===== src/inc/umcr_defines.svh =====
// Offsets, field positions and reset values of the modem line control block.
`ifndef UMCR_DEFINES_SVH
`define UMCR_DEFINES_SVH
`define UMCR_OFF_MODEM_CTRL   8'h00
`define UMCR_OFF_ENH_FEATURE  8'h04
`define UMCR_OFF_MODEM_STAT   8'h08
`define UMCR_OFF_FLOW_THRESH  8'h0c
`define UMCR_OFF_TRIG_LEVEL   8'h10
`define UMCR_MC_CLKSEL        7
`define UMCR_MC_FLOWACC       6
`define UMCR_MC_XONANY        5
`define UMCR_MC_LOOP          4
`define UMCR_MC_IRQEN         3
`define UMCR_MC_FIFORDY       2
`define UMCR_MC_RTS           1
`define UMCR_MC_DTR           0
`define UMCR_EF_ENHANCED      4
`define UMCR_EF_AUTORTS       6
`define UMCR_MC_PROT_MASK     8'he0
`define UMCR_EF_MASK          8'h50
`define UMCR_RST_MODEM_CTRL   8'h00
`define UMCR_RST_ENH_FEATURE  8'h00
`define UMCR_RST_FLOW_THRESH  8'h00
`define UMCR_RST_TRIG_LEVEL   8'h00
`define UMCR_PRESCALE_DIV4    2'h3
`endif


===== src/inc/umcr_pkg.sv =====
// Types shared by the modem line control block.
package umcr_pkg;
  typedef logic [7:0]  umcr_byte_t;
  typedef logic [31:0] umcr_word_t;
  typedef logic [7:0]  umcr_addr_t;
  typedef enum logic {UMCR_DIV1, UMCR_DIV4} umcr_clksel_t;
endpackage : umcr_pkg


===== src/rtl/umcr_top.sv =====
// Modem line control register with its APB slave, loopback and pin control.
// Overview of operation
// - Control bit 7 selects input clock divided by one (0) or four (1).
// - Control bit 6 set opens the flow threshold and trigger level registers.
// - Control bit 5 enables resume of transmission on any received character.
// - Control bit 4 loops transmit to receive and control bits into status.
// - In loopback: bit 3 to status 7, 2 to 6, 1 to 4, 0 to 5.
// - Control bit 3 clear: interrupt outputs floated, general output pin high.
// - Control bit 3 set: interrupt outputs driven, general output pin low.
// - Control bit 2 enables the combined FIFO ready register.
// - Control bit 1 drives request-to-send low when set, high when clear.
// - With automatic request-to-send on, flow control logic drives that pin instead.
// - Control bit 0 drives data-terminal-ready low when set, high when clear.
// - Bits 7 to 5 change only while the enhanced feature bit is set.
// - Modem pins are active low; status and loopback bits are active high.
//
// Added by the designer: the placing of the registers and the APB interface to the registers.
`timescale 1ns/1ns
`default_nettype none
`include "umcr_defines.svh"

module umcr_top #(
  parameter int ADDR_W = 8
) (
  input  wire logic                pclk,
  input  wire logic                presetn,
  input  wire logic                psel,
  input  wire logic                penable,
  input  wire logic                pwrite,
  input  wire logic [ADDR_W-1:0]   paddr,
  input  wire umcr_pkg::umcr_word_t pwdata,
  input  wire logic [3:0]          pstrb,
  output logic                     pready,
  output umcr_pkg::umcr_word_t     prdata,
  output logic                     pslverr,
  input  wire logic                tx_core,
  input  wire logic                rx_pin,
  output logic                     tx_pin,
  output logic                     rx_core,
  input  wire logic                cts_n,
  input  wire logic                dsr_n,
  input  wire logic                ri_n,
  input  wire logic                cd_n,
  output logic                     rts_n,
  output logic                     dtr_n,
  input  wire logic                auto_rts_assert,
  input  wire logic                irq_a_req,
  input  wire logic                irq_b_req,
  output logic                     channel_a_irq_out,
  output logic                     channel_a_irq_oe,
  output logic                     channel_b_irq_out,
  output logic                     channel_b_irq_oe,
  output logic                     general_output_pin,
  output logic                     prescale_tick,
  output logic                     flow_regs_open,
  output logic                     xon_any_en,
  output logic                     fifo_rdy_en,
  output umcr_pkg::umcr_byte_t     flow_threshold_q,
  output umcr_pkg::umcr_byte_t     trigger_level_q
);
  import umcr_pkg::*;

  umcr_byte_t   modem_line_control_r;
  umcr_byte_t   enhanced_feature_r;
  umcr_byte_t   flow_threshold_r;
  umcr_byte_t   trigger_level_r;
  logic [3:0]   modem_delta_r;
  logic [3:0]   status_hi_d_r;
  logic [1:0]   prescale_cnt_r;
  logic         prescale_tick_r;
  umcr_word_t   prdata_r;
  logic         pslverr_r;
  logic [3:0]   status_hi;
  logic [3:0]   delta_set;
  logic         setup_ph;
  logic         access_ph;
  logic         wr_en;
  logic         lane0;
  umcr_clksel_t clk_sel;

  // Decodes an address into a hit on one of the mapped registers.
  function automatic logic addr_is(input logic [ADDR_W-1:0] a, input umcr_addr_t off);
    addr_is = (a == ADDR_W'(off));
  endfunction : addr_is

  // Merges protected and open bits of a control write.
  function automatic umcr_byte_t mc_merge(input umcr_byte_t old_v, input umcr_byte_t new_v,
                                          input logic enh);
    umcr_byte_t keep;
    keep     = enh ? 8'h00 : `UMCR_MC_PROT_MASK;
    mc_merge = (old_v & keep) | (new_v & ~keep);
  endfunction : mc_merge

  assign setup_ph  = psel && !penable;
  assign access_ph = psel && penable;
  assign lane0     = pstrb[0];
  assign wr_en     = access_ph && pwrite && lane0;

  // The slave answers in the first access cycle, so there are no wait states.
  assign pready  = access_ph;
  assign prdata  = prdata_r;
  assign pslverr = pslverr_r && access_ph;

  // Control register: protected upper bits obey the enhanced feature bit.
  always_ff @(posedge pclk or negedge presetn) begin
    if (!presetn) begin
      modem_line_control_r <= `UMCR_RST_MODEM_CTRL;
    end else if (wr_en && addr_is(paddr, `UMCR_OFF_MODEM_CTRL)) begin
      modem_line_control_r <= mc_merge(modem_line_control_r, pwdata[7:0],
                                       enhanced_feature_r[`UMCR_EF_ENHANCED]);
    end
  end

  // Only the enhanced enable and automatic request-to-send bits are kept here.
  always_ff @(posedge pclk or negedge presetn) begin
    if (!presetn) begin
      enhanced_feature_r <= `UMCR_RST_ENH_FEATURE;
    end else if (wr_en && addr_is(paddr, `UMCR_OFF_ENH_FEATURE)) begin
      enhanced_feature_r <= pwdata[7:0] & `UMCR_EF_MASK;
    end
  end

  // Threshold and trigger registers are reachable only while the access bit is set.
  always_ff @(posedge pclk or negedge presetn) begin
    if (!presetn) begin
      flow_threshold_r <= `UMCR_RST_FLOW_THRESH;
      trigger_level_r  <= `UMCR_RST_TRIG_LEVEL;
    end else if (wr_en && modem_line_control_r[`UMCR_MC_FLOWACC]) begin
      if (addr_is(paddr, `UMCR_OFF_FLOW_THRESH)) begin
        flow_threshold_r <= pwdata[7:0];
      end
      if (addr_is(paddr, `UMCR_OFF_TRIG_LEVEL)) begin
        trigger_level_r <= pwdata[7:0];
      end
    end
  end

  // Status bits are active high; the pins are inverted outside loopback.
  always_comb begin
    if (modem_line_control_r[`UMCR_MC_LOOP]) begin
      status_hi[3] = modem_line_control_r[`UMCR_MC_IRQEN];
      status_hi[2] = modem_line_control_r[`UMCR_MC_FIFORDY];
      status_hi[1] = modem_line_control_r[`UMCR_MC_DTR];
      status_hi[0] = modem_line_control_r[`UMCR_MC_RTS];
    end else begin
      status_hi = {~cd_n, ~ri_n, ~dsr_n, ~cts_n};
    end
  end

  // Ring indicator flags only the end of a ring; the others flag any change.
  assign delta_set = {status_hi[3] ^ status_hi_d_r[3],
                      status_hi_d_r[2] & ~status_hi[2],
                      status_hi[1] ^ status_hi_d_r[1],
                      status_hi[0] ^ status_hi_d_r[0]};

  always_ff @(posedge pclk or negedge presetn) begin
    if (!presetn) begin
      status_hi_d_r <= 4'h0;
    end else begin
      status_hi_d_r <= status_hi;
    end
  end

  // Only the flags that went out in the read data are cleared, and a new
  // change in the same cycle wins over the clear.
  always_ff @(posedge pclk or negedge presetn) begin
    if (!presetn) begin
      modem_delta_r <= 4'h0;
    end else if (access_ph && !pwrite && addr_is(paddr, `UMCR_OFF_MODEM_STAT)) begin
      modem_delta_r <= (modem_delta_r & ~prdata_r[3:0]) | delta_set;
    end else begin
      modem_delta_r <= modem_delta_r | delta_set;
    end
  end

  // Read data and the error answer are prepared in the setup cycle.
  always_ff @(posedge pclk or negedge presetn) begin
    if (!presetn) begin
      prdata_r  <= 32'h0000_0000;
      pslverr_r <= 1'b0;
    end else if (setup_ph) begin
      pslverr_r <= 1'b0;
      prdata_r  <= 32'h0000_0000;
      if (addr_is(paddr, `UMCR_OFF_MODEM_CTRL)) begin
        prdata_r[7:0] <= modem_line_control_r;
      end else if (addr_is(paddr, `UMCR_OFF_ENH_FEATURE)) begin
        prdata_r[7:0] <= enhanced_feature_r;
      end else if (addr_is(paddr, `UMCR_OFF_MODEM_STAT)) begin
        prdata_r[7:0] <= {status_hi, modem_delta_r};
      end else if (addr_is(paddr, `UMCR_OFF_FLOW_THRESH)) begin
        prdata_r[7:0] <= modem_line_control_r[`UMCR_MC_FLOWACC] ?
                         flow_threshold_r : 8'h00;
      end else if (addr_is(paddr, `UMCR_OFF_TRIG_LEVEL)) begin
        prdata_r[7:0] <= modem_line_control_r[`UMCR_MC_FLOWACC] ?
                         trigger_level_r : 8'h00;
      end else begin
        pslverr_r <= 1'b1;
      end
    end
  end

  // Prescaler: a tick on every clock, or on every fourth clock.
  assign clk_sel = modem_line_control_r[`UMCR_MC_CLKSEL] ? UMCR_DIV4 : UMCR_DIV1;

  always_ff @(posedge pclk or negedge presetn) begin
    if (!presetn) begin
      prescale_cnt_r  <= 2'h0;
      prescale_tick_r <= 1'b0;
    end else begin
      unique case (clk_sel)
        UMCR_DIV1: begin
          prescale_cnt_r  <= 2'h0;
          prescale_tick_r <= 1'b1;
        end
        UMCR_DIV4: begin
          prescale_cnt_r  <= prescale_cnt_r + 2'h1;
          prescale_tick_r <= (prescale_cnt_r == `UMCR_PRESCALE_DIV4);
        end
      endcase
    end
  end

  assign prescale_tick = prescale_tick_r;

  // Loopback holds the line idle so nothing leaks onto the far end.
  assign rx_core = modem_line_control_r[`UMCR_MC_LOOP] ? tx_core : rx_pin;
  assign tx_pin  = modem_line_control_r[`UMCR_MC_LOOP] ? 1'b1 : tx_core;

  assign rts_n = enhanced_feature_r[`UMCR_EF_AUTORTS] ? ~auto_rts_assert
                                                      : ~modem_line_control_r[`UMCR_MC_RTS];
  assign dtr_n = ~modem_line_control_r[`UMCR_MC_DTR];

  assign channel_a_irq_oe   = modem_line_control_r[`UMCR_MC_IRQEN];
  assign channel_b_irq_oe   = modem_line_control_r[`UMCR_MC_IRQEN];
  assign channel_a_irq_out  = irq_a_req;
  assign channel_b_irq_out  = irq_b_req;
  assign general_output_pin = ~modem_line_control_r[`UMCR_MC_IRQEN];

  assign flow_regs_open   = modem_line_control_r[`UMCR_MC_FLOWACC];
  assign xon_any_en       = modem_line_control_r[`UMCR_MC_XONANY];
  assign fifo_rdy_en      = modem_line_control_r[`UMCR_MC_FIFORDY];
  assign flow_threshold_q = flow_threshold_r;
  assign trigger_level_q  = trigger_level_r;
endmodule : umcr_top
`default_nettype wire


===== config.mk =====
export PLATFORM = sky130hd
export DESIGN_NAME = umcr_top
export DESIGN_NICKNAME = d
export VERILOG_FILES = /design/src/inc/umcr_pkg.sv /design/src/rtl/umcr_top.sv
export VERILOG_INCLUDE_DIRS = /design/src /design/src/inc
export SDC_FILE = /design/constraint.sdc
export NUM_CORES = 1
export LEC_CHECK = 0
export ABC_CLOCK_PERIOD_IN_PS = 1940
export BUFFER_PORTS_ARGS = -buffer_cell sky130_fd_sc_hd__buf_2
export CORE_MARGIN = 3
export CORE_UTILIZATION = 40
export CTS_CLUSTER_DIAMETER = 100
export DETAILED_ROUTE_END_ITERATION = 8
export GPL_ROUTABILITY_DRIVEN = 1
export PLACE_DENSITY = 0.83
export SETUP_SLACK_MARGIN = 0.15
export SYNTH_ARGS = -nofsm -noshare
export SYNTH_HDL_FRONTEND = slang
export SYNTH_SLANG_ARGS = --single-unit

===== constraint.sdc =====
create_clock -name pclk -period 1.94 [get_ports pclk]
set_input_delay 0.388 -clock pclk [delete_from_list [all_inputs] [get_ports pclk]]
set_output_delay 0.388 -clock pclk [all_outputs]
set_load 0.1 [all_outputs]

==> results by stage <==
Layout:
- The layout-stage area growth over the synthesis result is 23.2%.
- Summing all non-filler instances in the final layout gives an area of about 0.0030 mm2.
- In the final design database the tool counted around 350 nets.
- The count of inserted antenna diode cells is 0.
- In the final layout, the share of cells above drive strength 1 is 0.429.
- The end-of-flow core utilization is 0.529.

Place:
- In this run the cell area measured after placement is roughly 0.0028 mm2.
- The congestion estimate from routability-driven global placement came to 0.871.
- The count of buffers from port buffering is 65.
- The HPWL after detailed placement is approximately 4400 um.

Pwr:
- The share of total power dissipated in the clock network is 0.303.
- The proportion of power drawn by flip-flops and latches is 0.479.
- Summed over all cells, the static leakage comes to about 1.5 nW.
- Summed over all nets, the switching power comes to approximately 0.71 mW.
- Overall power consumption after layout is estimated at about 2 mW.
- The worst ir drop on vdd is around 0.40 mV.
- Of the total power, the share spent switching nets is 0.347.
- Dividing total power by cell area gives a power density of slightly below 700 mW/mm2.
- The proportion of power drawn by combinational gates is 0.218.
- The internal power of the cells totals about 1.3 mW.

Floorplanning:
- In this run the core area contains 27 standard-cell rows.
- The core area is between 0.005 and 0.006 mm2.
- The initial core utilization is 0.430.
- The die footprint is 0.00711 mm2.
- The number of primary I/O pins is between 100 and 150.
- The floorplan step set the die width to ~84 um.
- The die span in y is ~84 um.

GRT:
- The initial antenna violation count is 0.
- The via count of the first global-routing pass is 1810.
- The global-route usage over all layers is 0.161.
- Entering global routing, the biggest net connects 23 pins.
- The first global-routing pass estimated between 9000 and 10000 um of wire.
- The overflow left after global routing is 0.

Clock network:
- The number of buffers between clock root and the deepest sink is 2.
- Counting every sink on the clock net gives 46.
- For the worst-skew pair, the clock arrives at the later sink with an insertion delay of around 0.3 ns.
- In this run the clock root is driven by a sky130_fd_sc_hd__clkbuf_8.
- The H-tree was split into 2 levels.
- The clock transition at the registers of the reported paths is around 0.09 ns.
- In this run, post-CTS hold repair placed 0 buffers.
- The CTS tree is done.
- The number of buffers created by CTS is 5.

Timing:
- The total count of max-transition violations in the final report is 0.
- The clock period minus worst slack is about 1.8 ns.
- Dividing the final minimum period by the clock period gives 0.927.
- Timing would allow up to 0.556 GHz.
- The number of endpoints with negative hold slack in the final report is 0.
- Adding up every negative setup slack in the final design gives 0 ns.
- The worst hold margin is approximately 0.029 ns.
- Setup violations remaining at the end of the flow were counted as 0.
- Setup repair after global routing could not meet its margin everywhere.
- Across the routed clock network, the largest skew measured is around 0.0070 ns.

Detailed routing:
- In the final routed layout, each cell accounts on average for between 15 and 20 um.
- The average vias per placed instance is around 5.1.
- In the routed design, unresolved DRC markers number 0.
- Summed over all layers, the routed wires come to a little under 6000 um.
- In this run the remaining antenna-violating nets after routing total 0.
- The length of the first detailed-routing pass in iterations is 4.
- The via count is ~1900.
- In this run, the number of DRC markers left after iteration 0 of detailed routing was between 100 and 150.

Outcome:
- The run finished with clean final reports.

Yosys:
- The synthesized design contains 0 enable-type register cells.
- The number of synthesis warnings is 0.
- The share of the synthesized area in compound gates (AO/OA/AOI/OAI) is 0.107.
- Of the total synthesized cell area, the portion taken by full adders, half adders and majority gates is 0.00510.
- Counting flops with an async set or reset pin after synthesis yields a share of 1.00.
- The portion of the post-synthesis area used by sequential elements is 0.469.
- The largest family of logic cells by synthesized area is simple AND/OR/NAND/NOR gates.
- Of the total synthesized cell area, the portion taken by XOR and XNOR cells is 0.0107.
- The register bit count reported by yosys is between 40 and 50.
- After synthesis, the netlist uses between 40 and 50 different library cells.
- The post-synthesis cell count is 223.
- The mean post-synth cell area is 11.0 um2.
- The portion of netlist area occupied by mux cells is 0.144.
- After synthesis the cells add up to approximately 0.0025 mm2.
- The most used flip-flop cell after synthesis is sky130_fd_sc_hd__dfrtp_1.
- The simple-gate share of the synthesized area is 0.146.

Run:
- The max-capacitance violation count is 0.

Critical path:
- The worst setup path is captured at a flop.
- Of all nets on the critical path, the largest fanout is 8.
- The launch instance of the worst register-to-register path is modem_line_control_r[4].
- The type of the setup path with the least slack is in2reg.
- The critical path data required time is 2.13 ns.
- The startpoint class of the critical path is an input port.
- The worst register-to-register path ends at prdata[6].
- The arrival time of the worst setup path is approximately 2 ns.
- The depth of the most critical reg-to-reg path is 5.
- The internal reg-to-reg setup slack is between 0.4 and 0.5 ns.

Worst hold path:
- The min-delay analysis places its worst path in the category in2async.
cell usage in the layout, fill, tap and decap left out, types with 2 or more instances in the layout:
cell type / synthesis / routed
sky130_fd_sc_hd__o21ai_0: 11 / 6
sky130_fd_sc_hd__xnor2_1: 3 / 3
sky130_fd_sc_hd__nand2_1: 10 / 10
sky130_fd_sc_hd__o31a_1: 2 / 2
sky130_fd_sc_hd__mux2i_1: 5 / 4
sky130_fd_sc_hd__and3_1: 5 / 3
sky130_fd_sc_hd__dfrtp_2: 0 / 3
sky130_fd_sc_hd__o31ai_1: 2 / 2
sky130_fd_sc_hd__buf_12: 0 / 2
sky130_fd_sc_hd__o21ai_1: 0 / 5
sky130_fd_sc_hd__nor2_1: 8 / 8
sky130_fd_sc_hd__mux2_2: 25 / 11
sky130_fd_sc_hd__and2_1: 5 / 4
sky130_fd_sc_hd__mux2_4: 0 / 16
sky130_fd_sc_hd__a22o_1: 7 / 7
sky130_fd_sc_hd__a31oi_1: 3 / 3
sky130_fd_sc_hd__a2bb2oi_1: 6 / 6
sky130_fd_sc_hd__inv_1: 8 / 7
sky130_fd_sc_hd__and3_4: 0 / 2
sky130_fd_sc_hd__conb_1: 1 / 24
sky130_fd_sc_hd__dfrtp_1: 46 / 43
sky130_fd_sc_hd__clkbuf_8: 0 / 6
sky130_fd_sc_hd__a21oi_1: 2 / 2
sky130_fd_sc_hd__or2_2: 2 / 2
sky130_fd_sc_hd__nand4b_1: 2 / 2
sky130_fd_sc_hd__buf_2: 1 / 61
sky130_fd_sc_hd__nand2b_1: 8 / 8
sky130_fd_sc_hd__nor2b_1: 8 / 8
sky130_fd_sc_hd__buf_4: 27 / 14
through the flow:
stage	setup WS, ns	std cells
floorplan	-0.124	246
global placement	-0.190	358
detailed placement	-0.208	358
CTS	0.135	367
global route	0.101	368
finish	0.142	368
worst max path at each step:
stage,end,slack (ns),from
2_1_floorplan,trigger_level_q[0],-0.12,paddr[7]
3_3_place_gp,trigger_level_q[0],-0.19,paddr[7]
3_5_place_dp,flow_threshold_q[3],-0.21,paddr[7]
4_1_cts,flow_threshold_q[6],0.13,paddr[7]
5_1_grt,flow_threshold_q[0],0.10,paddr[1]
6_report,flow_threshold_q[6],0.14,paddr[1]
final cells by class:
| type | instances | area [um2] |
|---|---|---|
| well taps | 72 | 90.1 |
| inverters | 8 | 33.8 |
| clock inverters | 1 | 5.00 |
| fillers | 519 | 2690 |
| flip-flops and latches | 46 | 1150 |
| clock buffers | 7 | 86.3 |
| repair buffers | 79 | 469 |
| multi-input cells | 155 | 1180 |
repair_timing:
item,CTS,global route
setup buffers,1,1
setup endpoints to repair,18,29
resized for setup,13,13
pin swaps,0,3
power groups by stage:
stage	Combinational [mW]	Sequential (mW)	Clock [mW]
floorplan	0.365	1.03	0
global placement	0.432	0.994	0
detailed placement	0.438	0.995	0
CTS	0.441	0.975	0.630
global route	0.463	0.977	0.667
finish	0.444	0.975	0.617
kinds of logic after synthesis:
kind of cell	count (synthesis)
xor+xnor	3
flops	46
simple gates	58
compound gates	37
other cells	1
fa+ha+maj	1
buf+inv	45
mux	32
state kept, by name, summed over array words and instances (netlist names), named ones only:
register              cells
pslverr_r                 1
modem_line_control_r      5
flow_threshold_q          8
status_hi_d_r             4
prescale_cnt_r            2
prdata                    8
trigger_level_q           8
modem_delta_r             4
prescale_tick             1
enhanced_feature_r        2
critical path, cell delays in order:
cell                      delay, ns
sky130_fd_sc_hd__buf_6         0.09
sky130_fd_sc_hd__or4_4         0.57
sky130_fd_sc_hd__nor3b_4       0.26
sky130_fd_sc_hd__and3_4        0.24
sky130_fd_sc_hd__buf_12        0.14
sky130_fd_sc_hd__mux2_4        0.30
synthesized netlist by cell type, types with 2 or more instances:
library cell	n	area share
sky130_fd_sc_hd__dfrtp_1	46	0.47
sky130_fd_sc_hd__buf_4	27	0.083
sky130_fd_sc_hd__mux2_2	25	0.11
sky130_fd_sc_hd__o21ai_0	11	0.022
sky130_fd_sc_hd__nand2_1	10	0.015
sky130_fd_sc_hd__inv_1	8	0.012
sky130_fd_sc_hd__nand2b_1	8	0.020
sky130_fd_sc_hd__nor2_1	8	0.012
sky130_fd_sc_hd__nor2b_1	8	0.020
sky130_fd_sc_hd__a22o_1	7	0.025
sky130_fd_sc_hd__clkbuf_1	7	0.011
sky130_fd_sc_hd__a2bb2oi_1	6	0.021
sky130_fd_sc_hd__and2_1	5	0.013
sky130_fd_sc_hd__and3_1	5	0.013
sky130_fd_sc_hd__mux2i_1	5	0.020
sky130_fd_sc_hd__a31oi_1	3	0.0076
sky130_fd_sc_hd__xnor2_1	3	0.011
sky130_fd_sc_hd__a21oi_1	2	0.0041
sky130_fd_sc_hd__buf_6	2	0.0092
sky130_fd_sc_hd__mux2_1	2	0.0092
sky130_fd_sc_hd__nand4b_1	2	0.0071
sky130_fd_sc_hd__o31a_1	2	0.0071
sky130_fd_sc_hd__o31ai_1	2	0.0061
sky130_fd_sc_hd__or2_2	2	0.0051
per-layer routing:
layer,track usage,vias to the layer above,wire length [um]
met1,0.225,900,2630
met2,0.249,88,2710
li1,-,876,-
met4,0.0614,0,77
met5,0,-,0
met3,0.0294,9,457
(Power assumes the default switching activity.)
